$ cat src/inc/tcs_cfg.svh
// Constants of the top-off and trickle charge sequencer.
// Assumes a 40 MHz clock; included by every design module.
`ifndef TCS_CFG_SVH
`define TCS_CFG_SVH

`define TCS_CLK_MHZ 40
`define TCS_TICK_MS 1000
`define TCS_TICK_CYC (`TCS_TICK_MS * 1000 * `TCS_CLK_MHZ)
`define TCS_TOPOFF_US 62500
`define TCS_TOPOFF_CYC (`TCS_TOPOFF_US * `TCS_CLK_MHZ)
`define TCS_TRK_STEP_US 12500
`define TCS_TRK_STEP_CYC (`TCS_TRK_STEP_US * `TCS_CLK_MHZ)
`define TCS_MEAS_NS 200
`define TCS_MEAS_CYC ((`TCS_MEAS_NS * `TCS_CLK_MHZ + 999) / 1000)

`define TCS_CNT_W 26
`define TCS_TIME_W 16

`define TCS_CMP_N 6
`define TCS_CMP_COLD 0
`define TCS_CMP_HOT 1
`define TCS_CMP_CUT 2
`define TCS_CMP_MAX 3
`define TCS_CMP_BELOW 4
`define TCS_CMP_ABOVE 5

`endif

$ cat src/inc/tcs_pkg.sv
// Types of the top-off and trickle charge sequencer.
// Assumes tcs_cfg.svh for widths and counts.
package tcs_pkg;

  typedef enum logic [3:0] {
    TCS_IDLE = 4'h0,
    TCS_MEASURE = 4'h1,
    TCS_TOPOFF = 4'h2,
    TCS_TOP_COLD = 4'h3,
    TCS_TOP_HOT = 4'h4,
    TCS_HALT_CUT = 4'h5,
    TCS_TRICKLE = 4'h6,
    TCS_TRK_HOT = 4'h7,
    TCS_DONE = 4'h8
  } tcs_state_e;

  typedef enum logic [1:0] {
    TCS_PIN_GND = 2'h0,
    TCS_PIN_DC = 2'h1,
    TCS_PIN_ACTIVE = 2'h2
  } tcs_pin_e;

endpackage : tcs_pkg

$ cat src/verilog/tcs_tick_gen.sv
// One-second tick prescaler.
// Assumes a synchronous, already released reset.
`timescale 1ns/1ps
`include "tcs_cfg.svh"

module tcs_tick_gen
  import tcs_pkg::*;
#(
  parameter logic [`TCS_CNT_W-1:0] TICK_CYC = `TCS_CNT_W'(`TCS_TICK_CYC)
) (
  // Clock and reset
  input wire logic clk,
  input wire logic rst_n,
  // Tick
  output logic tick
);

  logic [`TCS_CNT_W-1:0] cnt_ff;
  logic tick_ff;

  always_ff @(posedge clk or negedge rst_n) begin
    if (!rst_n) begin
      cnt_ff <= '0;
      tick_ff <= 1'b0;
    end else if (cnt_ff == TICK_CYC - `TCS_CNT_W'(1)) begin
      cnt_ff <= '0;
      tick_ff <= 1'b1;
    end else begin
      cnt_ff <= cnt_ff + `TCS_CNT_W'(1);
      tick_ff <= 1'b0;
    end
  end

  assign tick = tick_ff;

endmodule : tcs_tick_gen

$ cat src/verilog/tcs_pulse_gen.sv
// Charge pulse of width_cyc cycles started on each one-second tick.
// Assumes the width is shorter than the tick period.
`timescale 1ns/1ps
`include "tcs_cfg.svh"

module tcs_pulse_gen
  import tcs_pkg::*;
(
  // Clock and reset
  input wire logic clk,
  input wire logic rst_n,
  // Control
  input wire logic tick,
  input wire logic enable,
  input wire logic [`TCS_CNT_W-1:0] width_cyc,
  // Pulse
  output logic pulse
);

  logic [`TCS_CNT_W-1:0] cnt_ff;
  logic pulse_ff;

  always_ff @(posedge clk or negedge rst_n) begin
    if (!rst_n) begin
      cnt_ff <= '0;
      pulse_ff <= 1'b0;
    end else if (!enable) begin
      cnt_ff <= '0;
      pulse_ff <= 1'b0;
    end else if (tick) begin
      cnt_ff <= width_cyc - `TCS_CNT_W'(1);
      pulse_ff <= 1'b1;
    end else if (pulse_ff) begin
      if (cnt_ff == '0) begin
        pulse_ff <= 1'b0;
      end else begin
        cnt_ff <= cnt_ff - `TCS_CNT_W'(1);
      end
    end
  end

  assign pulse = pulse_ff;

endmodule : tcs_pulse_gen

$ cat src/verilog/tcs_sequencer.sv
// Top-off, trickle maintenance, charge timer and current loop sequencer.
// Assumes comparator levels arrive asynchronously and control strobes on clk.
`timescale 1ns/1ps
`include "tcs_cfg.svh"

module tcs_sequencer
  import tcs_pkg::*;
#(
  parameter logic [`TCS_CNT_W-1:0] TICK_CYC = `TCS_CNT_W'(`TCS_TICK_CYC),
  parameter logic [`TCS_CNT_W-1:0] TOPOFF_CYC = `TCS_CNT_W'(`TCS_TOPOFF_CYC),
  parameter logic [`TCS_CNT_W-1:0] TRK_STEP_CYC = `TCS_CNT_W'(`TCS_TRK_STEP_CYC)
) (
  // Clock and reset
  input wire logic clk,
  input wire logic rst_b,
  // Temperature, voltage and current comparators
  input wire logic cold_limit_in,
  input wire logic hot_fault_limit_in,
  input wire logic hot_cutoff_limit_in,
  input wire logic max_cell_voltage_in,
  input wire logic sense_low_threshold_in,
  input wire logic sense_high_threshold_in,
  // Charge cycle control
  input wire logic charge_init_in,
  input wire logic fast_active_in,
  input wire logic fast_done_in,
  input wire logic fast_lamp_on_in,
  input wire logic sleep_in,
  input wire logic ts_sample_in,
  // Timing component measurement
  input wire logic cap_above_hi_in,
  input wire logic cap_below_lo_in,
  input wire logic res_below_lo_in,
  input wire logic [3:0] trickle_width_code,
  input wire logic [`TCS_TIME_W-1:0] max_charge_time_s,
  // Outputs
  output logic switch_control_out,
  output logic status_lamp_out,
  output logic status_lamp_oe,
  output logic [1:0] timer_program_pin,
  output logic timer_expired_out,
  output logic [3:0] charge_state_out
);

  localparam logic [3:0] MEAS_LAST = 4'(`TCS_MEAS_CYC - 1);

  ////////////////////////////////////////////////////////////////////////////
  // Reset release and comparator synchronizers.

  logic rst_meta_ff;
  logic rst_n_s;

  always_ff @(posedge clk or negedge rst_b) begin
    if (!rst_b) begin
      rst_meta_ff <= 1'b0;
      rst_n_s <= 1'b0;
    end else begin
      rst_meta_ff <= 1'b1;
      rst_n_s <= rst_meta_ff;
    end
  end

  logic [`TCS_CMP_N-1:0] cmp_raw;
  logic [`TCS_CMP_N-1:0] cmp_meta_ff;
  logic [`TCS_CMP_N-1:0] cmp_sync_ff;
  logic [`TCS_CMP_N-1:0] cmp_ff;

  assign cmp_raw = {sense_high_threshold_in, sense_low_threshold_in, max_cell_voltage_in,
                    hot_cutoff_limit_in, hot_fault_limit_in, cold_limit_in};

  for (genvar i = 0; i < `TCS_CMP_N; i++) begin : g_sync
    always_ff @(posedge clk or negedge rst_n_s) begin
      if (!rst_n_s) begin
        cmp_meta_ff[i] <= 1'b0;
        cmp_sync_ff[i] <= 1'b0;
        cmp_ff[i] <= 1'b0;
      end else begin
        cmp_meta_ff[i] <= cmp_raw[i];
        cmp_sync_ff[i] <= cmp_meta_ff[i];
        cmp_ff[i] <= cmp_sync_ff[i];
      end
    end
  end

  logic cold;
  logic hot;
  logic cutoff;
  logic at_max;
  logic below;
  logic above;

  assign cold = cmp_ff[`TCS_CMP_COLD];
  assign hot = cmp_ff[`TCS_CMP_HOT] | cmp_ff[`TCS_CMP_CUT];
  assign cutoff = cmp_ff[`TCS_CMP_CUT];
  assign at_max = cmp_ff[`TCS_CMP_MAX];
  assign below = cmp_ff[`TCS_CMP_BELOW];
  assign above = cmp_ff[`TCS_CMP_ABOVE];

  ////////////////////////////////////////////////////////////////////////////
  // Tick and pulse timing.

  logic tick;
  logic pulse;
  logic pulse_en;
  logic [`TCS_CNT_W-1:0] width_cyc;
  logic [`TCS_CNT_W-1:0] trk_width_ff;

  tcs_tick_gen #(
    .TICK_CYC(TICK_CYC)
  ) u_tick (
    .clk(clk),
    .rst_n(rst_n_s),
    .tick(tick)
  );

  always_ff @(posedge clk or negedge rst_n_s) begin
    if (!rst_n_s) begin
      trk_width_ff <= TRK_STEP_CYC;
    end else begin
      trk_width_ff <= `TCS_CNT_W'(({22'h0, trickle_width_code} + 26'h1) * TRK_STEP_CYC);
    end
  end

  tcs_state_e state_ff;
  tcs_state_e nxt_state;

  assign pulse_en = (state_ff == TCS_TOPOFF) || (state_ff == TCS_TOP_COLD) ||
                    (state_ff == TCS_TRICKLE);
  assign width_cyc = (state_ff == TCS_TOPOFF) ? TOPOFF_CYC : trk_width_ff;

  tcs_pulse_gen u_pulse (
    .clk(clk),
    .rst_n(rst_n_s),
    .tick(tick),
    .enable(pulse_en),
    .width_cyc(width_cyc),
    .pulse(pulse)
  );

  ////////////////////////////////////////////////////////////////////////////
  // Charge timer.

  logic [`TCS_TIME_W-1:0] time_left_ff;
  logic timer_run;
  logic expired;

  assign expired = (time_left_ff == '0);
  assign timer_run = (state_ff == TCS_IDLE && fast_active_in && !cold) ||
                     (state_ff == TCS_TOPOFF) || (state_ff == TCS_TOP_HOT);

  always_ff @(posedge clk or negedge rst_n_s) begin
    if (!rst_n_s) begin
      time_left_ff <= '0;
    end else if (charge_init_in) begin
      time_left_ff <= max_charge_time_s;
    end else if (state_ff == TCS_MEASURE && nxt_state == TCS_TOPOFF) begin
      time_left_ff <= max_charge_time_s;
    end else if (timer_run && tick && !expired) begin
      time_left_ff <= time_left_ff - `TCS_TIME_W'(1);
    end
  end

  ////////////////////////////////////////////////////////////////////////////
  // Phase state machine.

  logic [3:0] meas_cnt_ff;
  logic topoff_en;

  assign topoff_en = cap_above_hi_in && res_below_lo_in && !cap_below_lo_in;

  always_ff @(posedge clk or negedge rst_n_s) begin
    if (!rst_n_s) begin
      meas_cnt_ff <= 4'h0;
    end else if (state_ff == TCS_MEASURE) begin
      meas_cnt_ff <= meas_cnt_ff + 4'h1;
    end else begin
      meas_cnt_ff <= 4'h0;
    end
  end

  always_comb begin
    nxt_state = state_ff;
    if (charge_init_in) begin
      nxt_state = TCS_IDLE;
    end else begin
      unique case (state_ff)
        TCS_IDLE: begin
          if (fast_done_in) begin
            nxt_state = TCS_MEASURE;
          end
        end
        TCS_MEASURE: begin
          if (meas_cnt_ff == MEAS_LAST) begin
            nxt_state = topoff_en ? TCS_TOPOFF : TCS_TRICKLE;
          end
        end
        TCS_TOPOFF: begin
          if (at_max) begin
            nxt_state = TCS_DONE;
          end else if (cutoff) begin
            nxt_state = TCS_HALT_CUT;
          end else if (hot) begin
            nxt_state = TCS_TOP_HOT;
          end else if (expired) begin
            nxt_state = TCS_TRICKLE;
          end else if (cold) begin
            nxt_state = TCS_TOP_COLD;
          end
        end
        TCS_TOP_COLD: begin
          if (at_max) begin
            nxt_state = TCS_DONE;
          end else if (cutoff) begin
            nxt_state = TCS_HALT_CUT;
          end else if (hot) begin
            nxt_state = TCS_TOP_HOT;
          end else if (!cold) begin
            nxt_state = TCS_TOPOFF;
          end
        end
        TCS_TOP_HOT: begin
          if (cutoff) begin
            nxt_state = TCS_HALT_CUT;
          end else if (!hot) begin
            nxt_state = expired ? TCS_TRICKLE : TCS_TOPOFF;
          end
        end
        TCS_HALT_CUT: begin
          if (!hot) begin
            nxt_state = TCS_TRICKLE;
          end
        end
        TCS_TRICKLE: begin
          if (at_max) begin
            nxt_state = TCS_DONE;
          end else if (hot) begin
            nxt_state = TCS_TRK_HOT;
          end
        end
        TCS_TRK_HOT: begin
          if (!hot) begin
            nxt_state = TCS_TRICKLE;
          end
        end
        TCS_DONE: begin
          nxt_state = TCS_DONE;
        end
        default: begin
          nxt_state = TCS_IDLE;
        end
      endcase
    end
  end

  always_ff @(posedge clk or negedge rst_n_s) begin
    if (!rst_n_s) begin
      state_ff <= TCS_IDLE;
    end else begin
      state_ff <= nxt_state;
    end
  end

  ////////////////////////////////////////////////////////////////////////////
  // Current loop and switch output.

  logic charge_gate;
  logic switch_ff;

  assign charge_gate = (state_ff == TCS_IDLE) ? fast_active_in : (pulse_en && pulse);

  always_ff @(posedge clk or negedge rst_n_s) begin
    if (!rst_n_s) begin
      switch_ff <= 1'b0;
    end else if (!charge_gate || at_max) begin
      switch_ff <= 1'b0;
    end else if (above) begin
      switch_ff <= 1'b0;
    end else if (below) begin
      switch_ff <= 1'b1;
    end
  end

  ////////////////////////////////////////////////////////////////////////////
  // Lamp, timer pin and status outputs.

  logic lamp_oe_ff;
  tcs_pin_e pin_ff;
  logic expired_ff;

  always_ff @(posedge clk or negedge rst_n_s) begin
    if (!rst_n_s) begin
      lamp_oe_ff <= 1'b0;
    end else begin
      lamp_oe_ff <= (nxt_state == TCS_IDLE) && fast_lamp_on_in;
    end
  end

  always_ff @(posedge clk or negedge rst_n_s) begin
    if (!rst_n_s) begin
      pin_ff <= TCS_PIN_DC;
    end else if (sleep_in || (ts_sample_in && state_ff == TCS_IDLE && fast_active_in)) begin
      pin_ff <= TCS_PIN_GND;
    end else if (timer_run && !expired) begin
      pin_ff <= TCS_PIN_ACTIVE;
    end else begin
      pin_ff <= TCS_PIN_DC;
    end
  end

  always_ff @(posedge clk or negedge rst_n_s) begin
    if (!rst_n_s) begin
      expired_ff <= 1'b0;
    end else begin
      expired_ff <= expired;
    end
  end

  assign switch_control_out = switch_ff;
  assign status_lamp_out = 1'b0;
  assign status_lamp_oe = lamp_oe_ff;
  assign timer_program_pin = pin_ff;
  assign timer_expired_out = expired_ff;
  assign charge_state_out = state_ff;
endmodule : tcs_sequencer

$ cat config.mk
export PLATFORM = sky130hd
export DESIGN_NAME = tcs_sequencer
export DESIGN_NICKNAME = d
export VERILOG_FILES = /design/src/inc/tcs_pkg.sv /design/src/verilog/tcs_tick_gen.sv /design/src/verilog/tcs_pulse_gen.sv /design/src/verilog/tcs_sequencer.sv
export VERILOG_INCLUDE_DIRS = /design/src /design/src/inc
export SDC_FILE = /design/constraint.sdc
export NUM_CORES = 1
export LEC_CHECK = 0
export BUFFER_PORTS_ARGS = -buffer_cell sky130_fd_sc_hd__buf_2
export CELL_PAD_IN_SITES_DETAIL_PLACEMENT = 1
export CELL_PAD_IN_SITES_GLOBAL_PLACEMENT = 1
export CORE_ASPECT_RATIO = 0.7
export CORE_MARGIN = 2
export CORE_UTILIZATION = 44
export CTS_CLUSTER_SIZE = 10
export DETAILED_ROUTE_END_ITERATION = 12
export GPL_ROUTABILITY_DRIVEN = 0
export MAX_ROUTING_LAYER = met4
export PLACE_DENSITY_LB_ADDON = 0.05
export SYNTH_ARGS = -nofsm -noshare
export SYNTH_HDL_FRONTEND = slang
export SYNTH_HIERARCHICAL = 1
export SYNTH_SLANG_ARGS = --single-unit
$ cat constraint.sdc
create_clock -name clk -period 3.9 [get_ports clk]
set_clock_uncertainty 0.1 [all_clocks]
set_input_delay 0.195 -clock clk [delete_from_list [all_inputs] [get_ports clk]]
set_output_delay 0.195 -clock clk [all_outputs]
set_load 0.01 [all_outputs]
==> results.toml, run 1 <==
[drt]
dr.pass1.iters = 4
wl_microns = 20800
via_count = 6220
drtIter0Drc = 357
routedWlPerCell_microns = 19.0
drc = 0
avgViaCountPerCell = 5.69
final_antenna_net_count = 0

[critical_path]
required_ps = 4130
startpoint_type = "flop"
cp_max_fo = 18
rrSetupSlack_ps = 370
worstPathArrival_ps = 3770
worstSetupPathType = "flop to flop"
critPathCaptureType = "flop"
r2r_cells = 9

[pwr]
power_density_mw_per_mm2 = 396
cellLeakagePower_uw = 0.00392
vdd.ir_drop.worst_v = 0.000215

[floorplanning]
io_pins = 47
fp.dieW_microns = 160
start_util_pct = 45.3
die_y_microns = 113
rows = 39
coreArea_sq_mm = 0.0165
dieArea_sq_mm = 0.0181

[timing]
tightest_slew_ps = 948
fin_crit_sh_pct = 90.6
setup_viol = 0
max_freq_mhz = 283
hold_violations = 0
slew_violations = 0
rsz0062_at_grt = "false"
post-route-min-period_ps = 3530
fin_setup_tns_ps = 0
relSlewSlack_pct = 36.4

[global_route]
antenna_found_initial = 0
grt_max_degree = 64
grt_pass1_vias = 6576
overflow = 0
grtUsageTotal_pct = 25.0
grt_pass1_wl_microns = 34700

[final_layout]
regArea_sq_mm = 0.00304
drive_above_1_share_pct = 19.0
syn2layout_area_growth_pct = 19.7
fin_nets = 930
layout.cells.non_filler = 1094
diodes = 0
multi_input_area_sq_mm = 0.00427
nFillCells = 1888

[synthesis]
netlist_area_sq_mm = 0.00748
synth_edf_count = 0
synth_cells = 754
ys_top_cells_by_area = "dfrtp_1, ha_1, xnor2_1"
yosys.area.top_type = "dfrtp_1"
synth_top_area_share_pct = 37.8
seq_area_frac_synth_pct = 40.6
yosys_most_used_dff = "dfrtp_1"
synth_commonest_cells = "dfrtp_1, nor2_1, xnor2_1"
synth_most_common_cell = "dfrtp_1"
ys_ff_latch = 121
yosysWarnings = 6
ys_types = 89
async_flop_share_pct = 100
avgSynthCellArea_sq_um = 9.92

[cts]
cts_buffers = 17
root_buffer = "clkbuf_16"
clk_pin_slew_worst_paths_ps = 60
cts_setup_buffers = 0
cts_max_path_buffers = 2
tritoncts = "done"
htreeDepth = 4
clock_latency_ps = 430
clock-sinks = 121

[place]
post-dp-hpwl_microns = 14600
portBuffers = 45
dp_cells = 1034

[hold_path]
hp-class = "primary input to flop"
holdPathStages = 3

[run]
max-cap-violations = 0

[status]
status = "completed"
## metal layers
layer | part of all wire (%) | vias up | global-route usage, %
li1 | - | 2943 | -
met1 | 50 | 3142 | 34.9
met2 | 45 | 114 | 37.3
met3 | 3.4 | 21 | 4.36
met4 | 1.3 | 0 | 7.81
met5 | 0 | - | -
## logic make-up after synthesis
logic type / synth area share, %
multiplexers: 4.57
AND/OR/NAND/NOR: 24.8
other: 0.100
XOR/XNOR: 7.85
flip-flops: 40.6
adder cells (fa/ha/maj): 6.80
AO/OA/AOI/OAI: 12.0
buffers and inverters: 3.23
## what timing repair did
action,CTS,global route
resized for setup,0,1
hold buffers,28,0
endpoints found under the setup margin,0,1
endpoints found under the hold margin,28,0
## path summary, 6_finish.rpt
kind / from / end
worst max-delay path: charge_state_out[1]$_DFF_PN0_ / u_pulse/cnt_ff[16]$_DFFE_PN0P_
worst min-delay path: trickle_width_code[3] / trk_width_ff[8]$_DFF_PN1_
worst max register to register: charge_state_out[1]$_DFF_PN0_ / u_pulse/cnt_ff[16]$_DFFE_PN0P_
worst min register to register: cmp_sync_ff[0]$_DFF_PN0_ / cold$_DFF_PN0_
max in group asynchronous: rst_n_s$_DFF_PN0_ / timer_program_pin[0]$_DFF_PN1_
min in group asynchronous: rst_n_s$_DFF_PN0_ / trk_width_ff[9]$_DFF_PN0_
## flip-flops by register name, indices dropped and copies added, names as in the netlist, 2 cells and up
name               cells
charge_state_out       4
cmp_meta_ff            6
cmp_sync_ff            6
meas_cnt_ff            4
time_left_ff          16
timer_program_pin      2
trk_width_ff          18
u_pulse/cnt_ff        26
u_tick/cnt_ff         26
## cells in the final DEF (no fill, tap or decap), drive strengths merged, types with 11 or more instances in the layout
cell,netlist,layout
or2,11,11
o21ai,34,34
nand2,37,37
nor3,36,36
nand4,16,16
xnor2,41,41
inv,25,30
nor4,14,14
nor2b,19,19
nor2,58,58
clkbuf,13,18
or3,12,12
buf,16,66
or4,13,13
conb,2,20
mux2,19,19
ha,31,31
a21oi,35,35
xor2,26,26
dlygate4sd3,0,28
nand3,39,39
dfrtp,113,113
## final cells by class
| type | instances | share of cell area [%] |
|---|---|---|
| clock inverter | 14 | 1.55 |
| timing repair buffer | 94 | 7.69 |
| multi-input combinational | 597 | 47.7 |
| inverter | 25 | 1.05 |
| tap | 225 | 3.15 |
| sequential | 121 | 34.0 |
| clock buffer | 18 | 4.91 |
## through the flow
stage          util, %  setup WS [ps]  hold slack [ps]  area, sq um  total power [uW]
3_5_place_dp      49.1           64.6             -117         8090              1980
6_report          54.3            367             49.9         8950              3540
4_1_cts           54.3            185             37.2         8950              3580
3_3_place_gp      49.1            204             -120         8090              1960
2_1_floorplan        -            180             -201         7540              1820
5_1_grt           54.3            228             86.6         8950              3720
## where the power goes
| part | switching, uW | total, uW | internal [uW] |
|---|---|---|---|
| registers | 52.6 | 1400 | 1350 |
| clock network | 648 | 1560 | 908 |
| logic | 313 | 586 | 273 |
| total | 1010 | 3540 | 2530 |
## worst max-delay path, cell delays in order, from the launching register on
cell and delay [ps]:
dfrtp_1 380, nor2b_1 170, and2_2 320, or2_2 360, or4b_2 690, a2bb2o_1 360, nor4_4 420, nand2_1 140
mux2_2 290, a221oi_2 200
Power figures use the tool's default switching activity.
==> inputs of run 2 (changes only) <==
Settings changed: CORE_UTILIZATION 44 to 29.
Clock period 3.9 ns to 4.5 ns, I/O delays scaled along.
==> results.toml, run 2 (synthesis results as in run 1) <==
[cts]
cts_setup_buffers = 0
ctsHoldBuffers = 26
htreeDepth = 4
cts_buffers = 17
tritoncts = "done"
cts_max_path_buffers = 2
root_buffer = "clkbuf_16"
clock_latency_ps = 430
clk_pin_slew_worst_paths_ps = 70
ctsResizeCount = 0
clock-sinks = 121

[timing]
slew_violations = 0
fin_setup_tns_ps = 0
post-route-min-period_ps = 3690
tightest_slew_ps = 1030
setup_viol = 0
rsz0062_at_grt = "false"
hold_violations = 0
max_freq_mhz = 271
whs_ps = 25.1
relSlewSlack_pct = 30.7
fin_crit_sh_pct = 81.9

[floorplanning]
coreArea_sq_mm = 0.0255
start_util_pct = 29.3
io_pins = 47
rows = 49
die_y_microns = 138
fp.dieW_microns = 196
dieArea_sq_mm = 0.0271

[pwr]
power.total_uw = 3150
switching_share_pct = 28.8
pwr-share-comb_pct = 15.6
p_int_uw = 2240
switching_power_uw = 907
power_density_mw_per_mm2 = 349
cellLeakagePower_uw = 0.00389
vdd.ir_drop.worst_v = 0.000264
clkPwrFrac_pct = 45.5
p_seq_share_pct = 38.9

[place]
portBuffers = 45
post-dp-hpwl_microns = 15800

[final_layout]
syn2layout_area_growth_pct = 20.6
nFillCells = 2907
drive_above_1_share_pct = 18.4
final_cell_mix = "dfrtp_1, nor2_1, buf_2, xnor2_1, nand3_1"
diodes = 0
reg_top3 = "u_pulse/cnt_ff (26), u_tick/cnt_ff (26), trk_width_ff (18)"
fin_nets = 922
layout_commonest_cell = "dfrtp_1"

[critical_path]
worstSetupPathType = "flop to flop"
critPathCaptureType = "flop"
worstPathArrival_ps = 3930
startpoint_type = "flop"
cp_max_fo = 18
rrSetupSlack_ps = 810
required_ps = 4740

[drt]
via_count = 6091
drc = 0
routedWlPerCell_microns = 18.5
final_antenna_net_count = 0
drtIter0Drc = 281
avgViaCountPerCell = 5.11
dr.pass1.iters = 5
wl_microns = 22000

[global_route]
overflow = 0
grt_pass1_wl_microns = 36200
use_met2_pct = 24.9
gr-max-usage-layer = "met1"
grtUsageTotal_pct = 17.6
met3_usage_pct = 3.81
use_met1_pct = 25.7
grt_max_degree = 63
grt_pass1_vias = 6453
antenna_found_initial = 1

[status]
status = "completed"

[hold_path]
hp-class = "primary input to async pin"

[run]
max-cap-violations = 0
==> run 2: metal layers <==
layer / wire length (microns) / share of wire, %
met2: 9430 / 43
met3: 691 / 3.1
met1: 11700 / 53
met4: 150 / 0.68
met5: 0 / 0
==> run 2: path summary, 6_finish.rpt <==
check	from	end	cells past startpoint
min in group clk	ts_sample_in	timer_program_pin[0]$_DFF_PN1_	3
max	charge_state_out[3]$_DFF_PN0_	u_pulse/cnt_ff[16]$_DFFE_PN0P_	9
min reg2reg	rst_meta_ff$_DFF_PN0_	rst_n_s$_DFF_PN0_	0
min	rst_b	rst_n_s$_DFF_PN0_	2
max in group asynchronous	rst_n_s$_DFF_PN0_	trk_width_ff[8]$_DFF_PN1_	1
max reg2reg	charge_state_out[3]$_DFF_PN0_	u_pulse/cnt_ff[16]$_DFFE_PN0P_	9
==> run 2: power groups by stage <==
stage               registers (uW)  clock network, uW  logic [uW]
floorplan                     1230                  0         350
global placement              1250                  0         468
detailed placement            1250                  0         475
CTS                           1230               1480         499
global route                  1240               1540         557
finish                        1230               1430         490
==> run 2: layout make-up <==
| class | count | area (sq um) | area share [%] |
|---|---|---|---|
| Multi-Input combinational cell | 597 | 4260 | 47.3 |
| Inverter | 25 | 93.8 | 1.04 |
| Clock inverter | 15 | 180 | 2.00 |
| Sequential cell | 121 | 3040 | 33.7 |
| Tap cell | 331 | 414 | 4.59 |
| Timing Repair Buffer | 86 | 598 | 6.63 |
| Clock buffer | 17 | 425 | 4.72 |
==> run 2: stage by stage <==
step	std cells	utilization, %	setup slack [ps]	cell area (sq um)
after floorplan	772	-	750	7540
after global placement	1134	32.0	565	8150
after detailed placement	1134	32.0	424	8150
after CTS	1192	35.4	770	9020
after global routing	1192	35.4	476	9020
final	1192	35.4	813	9020
==> run 2: worst max-delay path: stages (launching register included) <==
cell and delay (ps):
dfrtp_1 370, nor2_1 300, and2_1 590, nor2b_1 210, or4b_2 660, a2bb2o_1 350, nor4_4 430, nand2_1 100
mux2_2 280, a221oi_2 200
==> inputs of run 3 (changes only) <==
Clock period 4.5 ns to 3.4 ns, I/O delays scaled along.
==> results.toml, run 3 (synthesis results as in run 1) <==
[hold_path]
holdPathStages = 3
hold_end = "trk_width_ff[8]$_DFF_PN1_"
min_from = "trickle_width_code[0]"
hp-class = "primary input to flop"

[final_layout]
layout.cells.non_filler = 1229
reg_top3 = "u_pulse/cnt_ff (26), u_tick/cnt_ff (26), trk_width_ff (18)"
drive_above_1_share_pct = 22.3
stdcell_area_sq_mm = 0.00945
syn2layout_area_growth_pct = 26.4
diodes = 0
final_cell_mix = "dfrtp_1, nor2_1, buf_4, buf_2, xnor2_1"
layout_commonest_cell = "dfrtp_1"
fin_nets = 959

[critical_path]
crit_family = "simple AND/OR/NAND/NOR gates"
critPathCaptureType = "flop"
rrSetupSlack_ps = 210
worstPathArrival_ps = 3380
path_cells = "nor2b_1 > and2_2 > or2_2 > or3b_1 > a222oi_1 > buf_4 > nand3_4 > nor3_4 > mux2i_1 > o211ai_1"
cp_num_buf_inv = 1
cp_max_fo = 9
startpoint_type = "flop"
rr_endpoint = "u_pulse/cnt_ff[21]$_DFFE_PN0P_"
worstSetupPathType = "flop to flop"
r2r-start = "charge_state_out[1]$_DFF_PN0_"
r2r_cells = 10
required_ps = 3590
cp_slowest_cell = "or3b_1"
cp_slowest_stage_delay_ps = 390

[drt]
via_count = 6153
drc = 0
final_antenna_net_count = 0
drtIter0Drc = 261
dr.pass1.iters = 4
avgViaCountPerCell = 5.01
wl_microns = 21700
routedWlPerCell_microns = 17.7

[pwr]
power_density_mw_per_mm2 = 463
vdd.ir_drop.worst_v = 0.000316
cellLeakagePower_uw = 0.00409
power.total_uw = 4370

[cts]
cts_max_path_buffers = 2
cts_setup_buffers = 0
htreeDepth = 4
clock-sinks = 121
tritoncts = "done"
cts_buffers = 17
root_buffer = "clkbuf_16"
clock_latency_ps = 420
clk_pin_slew_worst_paths_ps = 60

[timing]
whs_ps = 33.5
hold_violations = 0
setup_viol = 0
tightest_slew_ps = 839
slew_violations = 0
fin_ws_ps = 210
rsz0062_at_grt = "false"
post-route-min-period_ps = 3190
relSlewSlack_pct = 44.1
max_freq_mhz = 313
fin_crit_sh_pct = 93.8

[place]
portBuffers = 45
placed_area_sq_mm = 0.00853
place_ws_ps = -263
dp_cells = 1169
post-dp-hpwl_microns = 16200

[global_route]
antenna_found_initial = 0
grt_pass1_wl_microns = 35900
overflow = 0
grt_pass1_vias = 6546
grt_max_degree = 59
grtUsageTotal_pct = 17.3

[floorplanning]
coreArea_sq_mm = 0.0255
dieArea_sq_mm = 0.0271
io_pins = 47
rows = 49
start_util_pct = 29.3
die_y_microns = 138
fp.dieW_microns = 196

[status]
status = "completed"

[run]
max-cap-violations = 0
run 3: changes by cell type in the layout (fill, tap and decap cells not counted), sizes merged:
| cell | before | now |
|---|---|---|
| clkbuf | 17 | 22 |
| bufinv | 2 | 4 |
| buf | 60 | 95 |
| clkinv | 3 | 1 |
| clkinvlp | 1 | 4 |
| inv | 34 | 26 |
| dlygate4sd3 | 26 | 28 |
run 3: repair_timing:
action / in CTS / in global routing
endpoints found under the hold margin: 28 / 0
gates resized for setup: 0 / 2
hold buffers: 28 / 0
endpoints found under the setup margin: 0 / 6
run 3: how the worst max path moves through the flow:
stage          cells past startpoint  slack, ps                          start                             end
2_1_floorplan                     13         20          trickle_width_code[0]      trk_width_ff[23]$_DFF_PN0_
3_3_place_gp                      17       -150          trickle_width_code[0]      trk_width_ff[23]$_DFF_PN0_
3_5_place_dp                      17       -260          trickle_width_code[0]      trk_width_ff[23]$_DFF_PN0_
4_1_cts                           10        130  charge_state_out[0]$_DFF_PN0_  u_pulse/cnt_ff[21]$_DFFE_PN0P_
5_1_grt                           10          5  charge_state_out[1]$_DFF_PN0_  u_pulse/cnt_ff[21]$_DFFE_PN0P_
6_report                          10        210  charge_state_out[1]$_DFF_PN0_  u_pulse/cnt_ff[21]$_DFFE_PN0P_
run 3: per-stage QoR:
| stage | util [%] | TNS, ps |
|---|---|---|
| 6_report | 37.0 | 0 |
| 5_1_grt | 37.0 | 0 |
| 4_1_cts | 37.0 | 0 |
| 3_5_place_dp | 33.4 | -723 |
| 3_3_place_gp | 33.4 | -294 |
| 2_1_floorplan | - | 0 |
run 3: worst register-to-register path, delay by kind of cell (launching register included):
| kind | cells | cell delay, ps |
|---|---|---|
| buffers and inverters | 1 | 270 |
| flip-flops | 1 | 370 |
| AND/OR/NAND/NOR | 6 | 1670 |
| AO/OA/AOI/OAI | 2 | 430 |
| multiplexers | 1 | 220 |
run 3: final cells by class:
cell class	instances	area, sq um
Fill cell	2897	16100
Multi-Input combinational cell	597	4350
Sequential cell	121	3040
Timing Repair Buffer	123	918
Clock buffer	22	464
Tap cell	331	414
Clock inverter	10	168
Inverter	25	93.8
run 3: report_power, final:
part	switching, uW	internal [uW]	leakage, uW
registers	64.8	1550	0.00154
logic	389	414	0.00226
clock network	684	1270	0.000293
run 3: routing by layer:
layer  GRT usage, %  vias to the layer above  share of wire, %
met5              -                        -                 0
met4           3.55                        0              0.68
met3           3.32                       14               2.4
met2           24.7                       56                43
met1           25.3                     3095                54
li1               -                     2988                 -
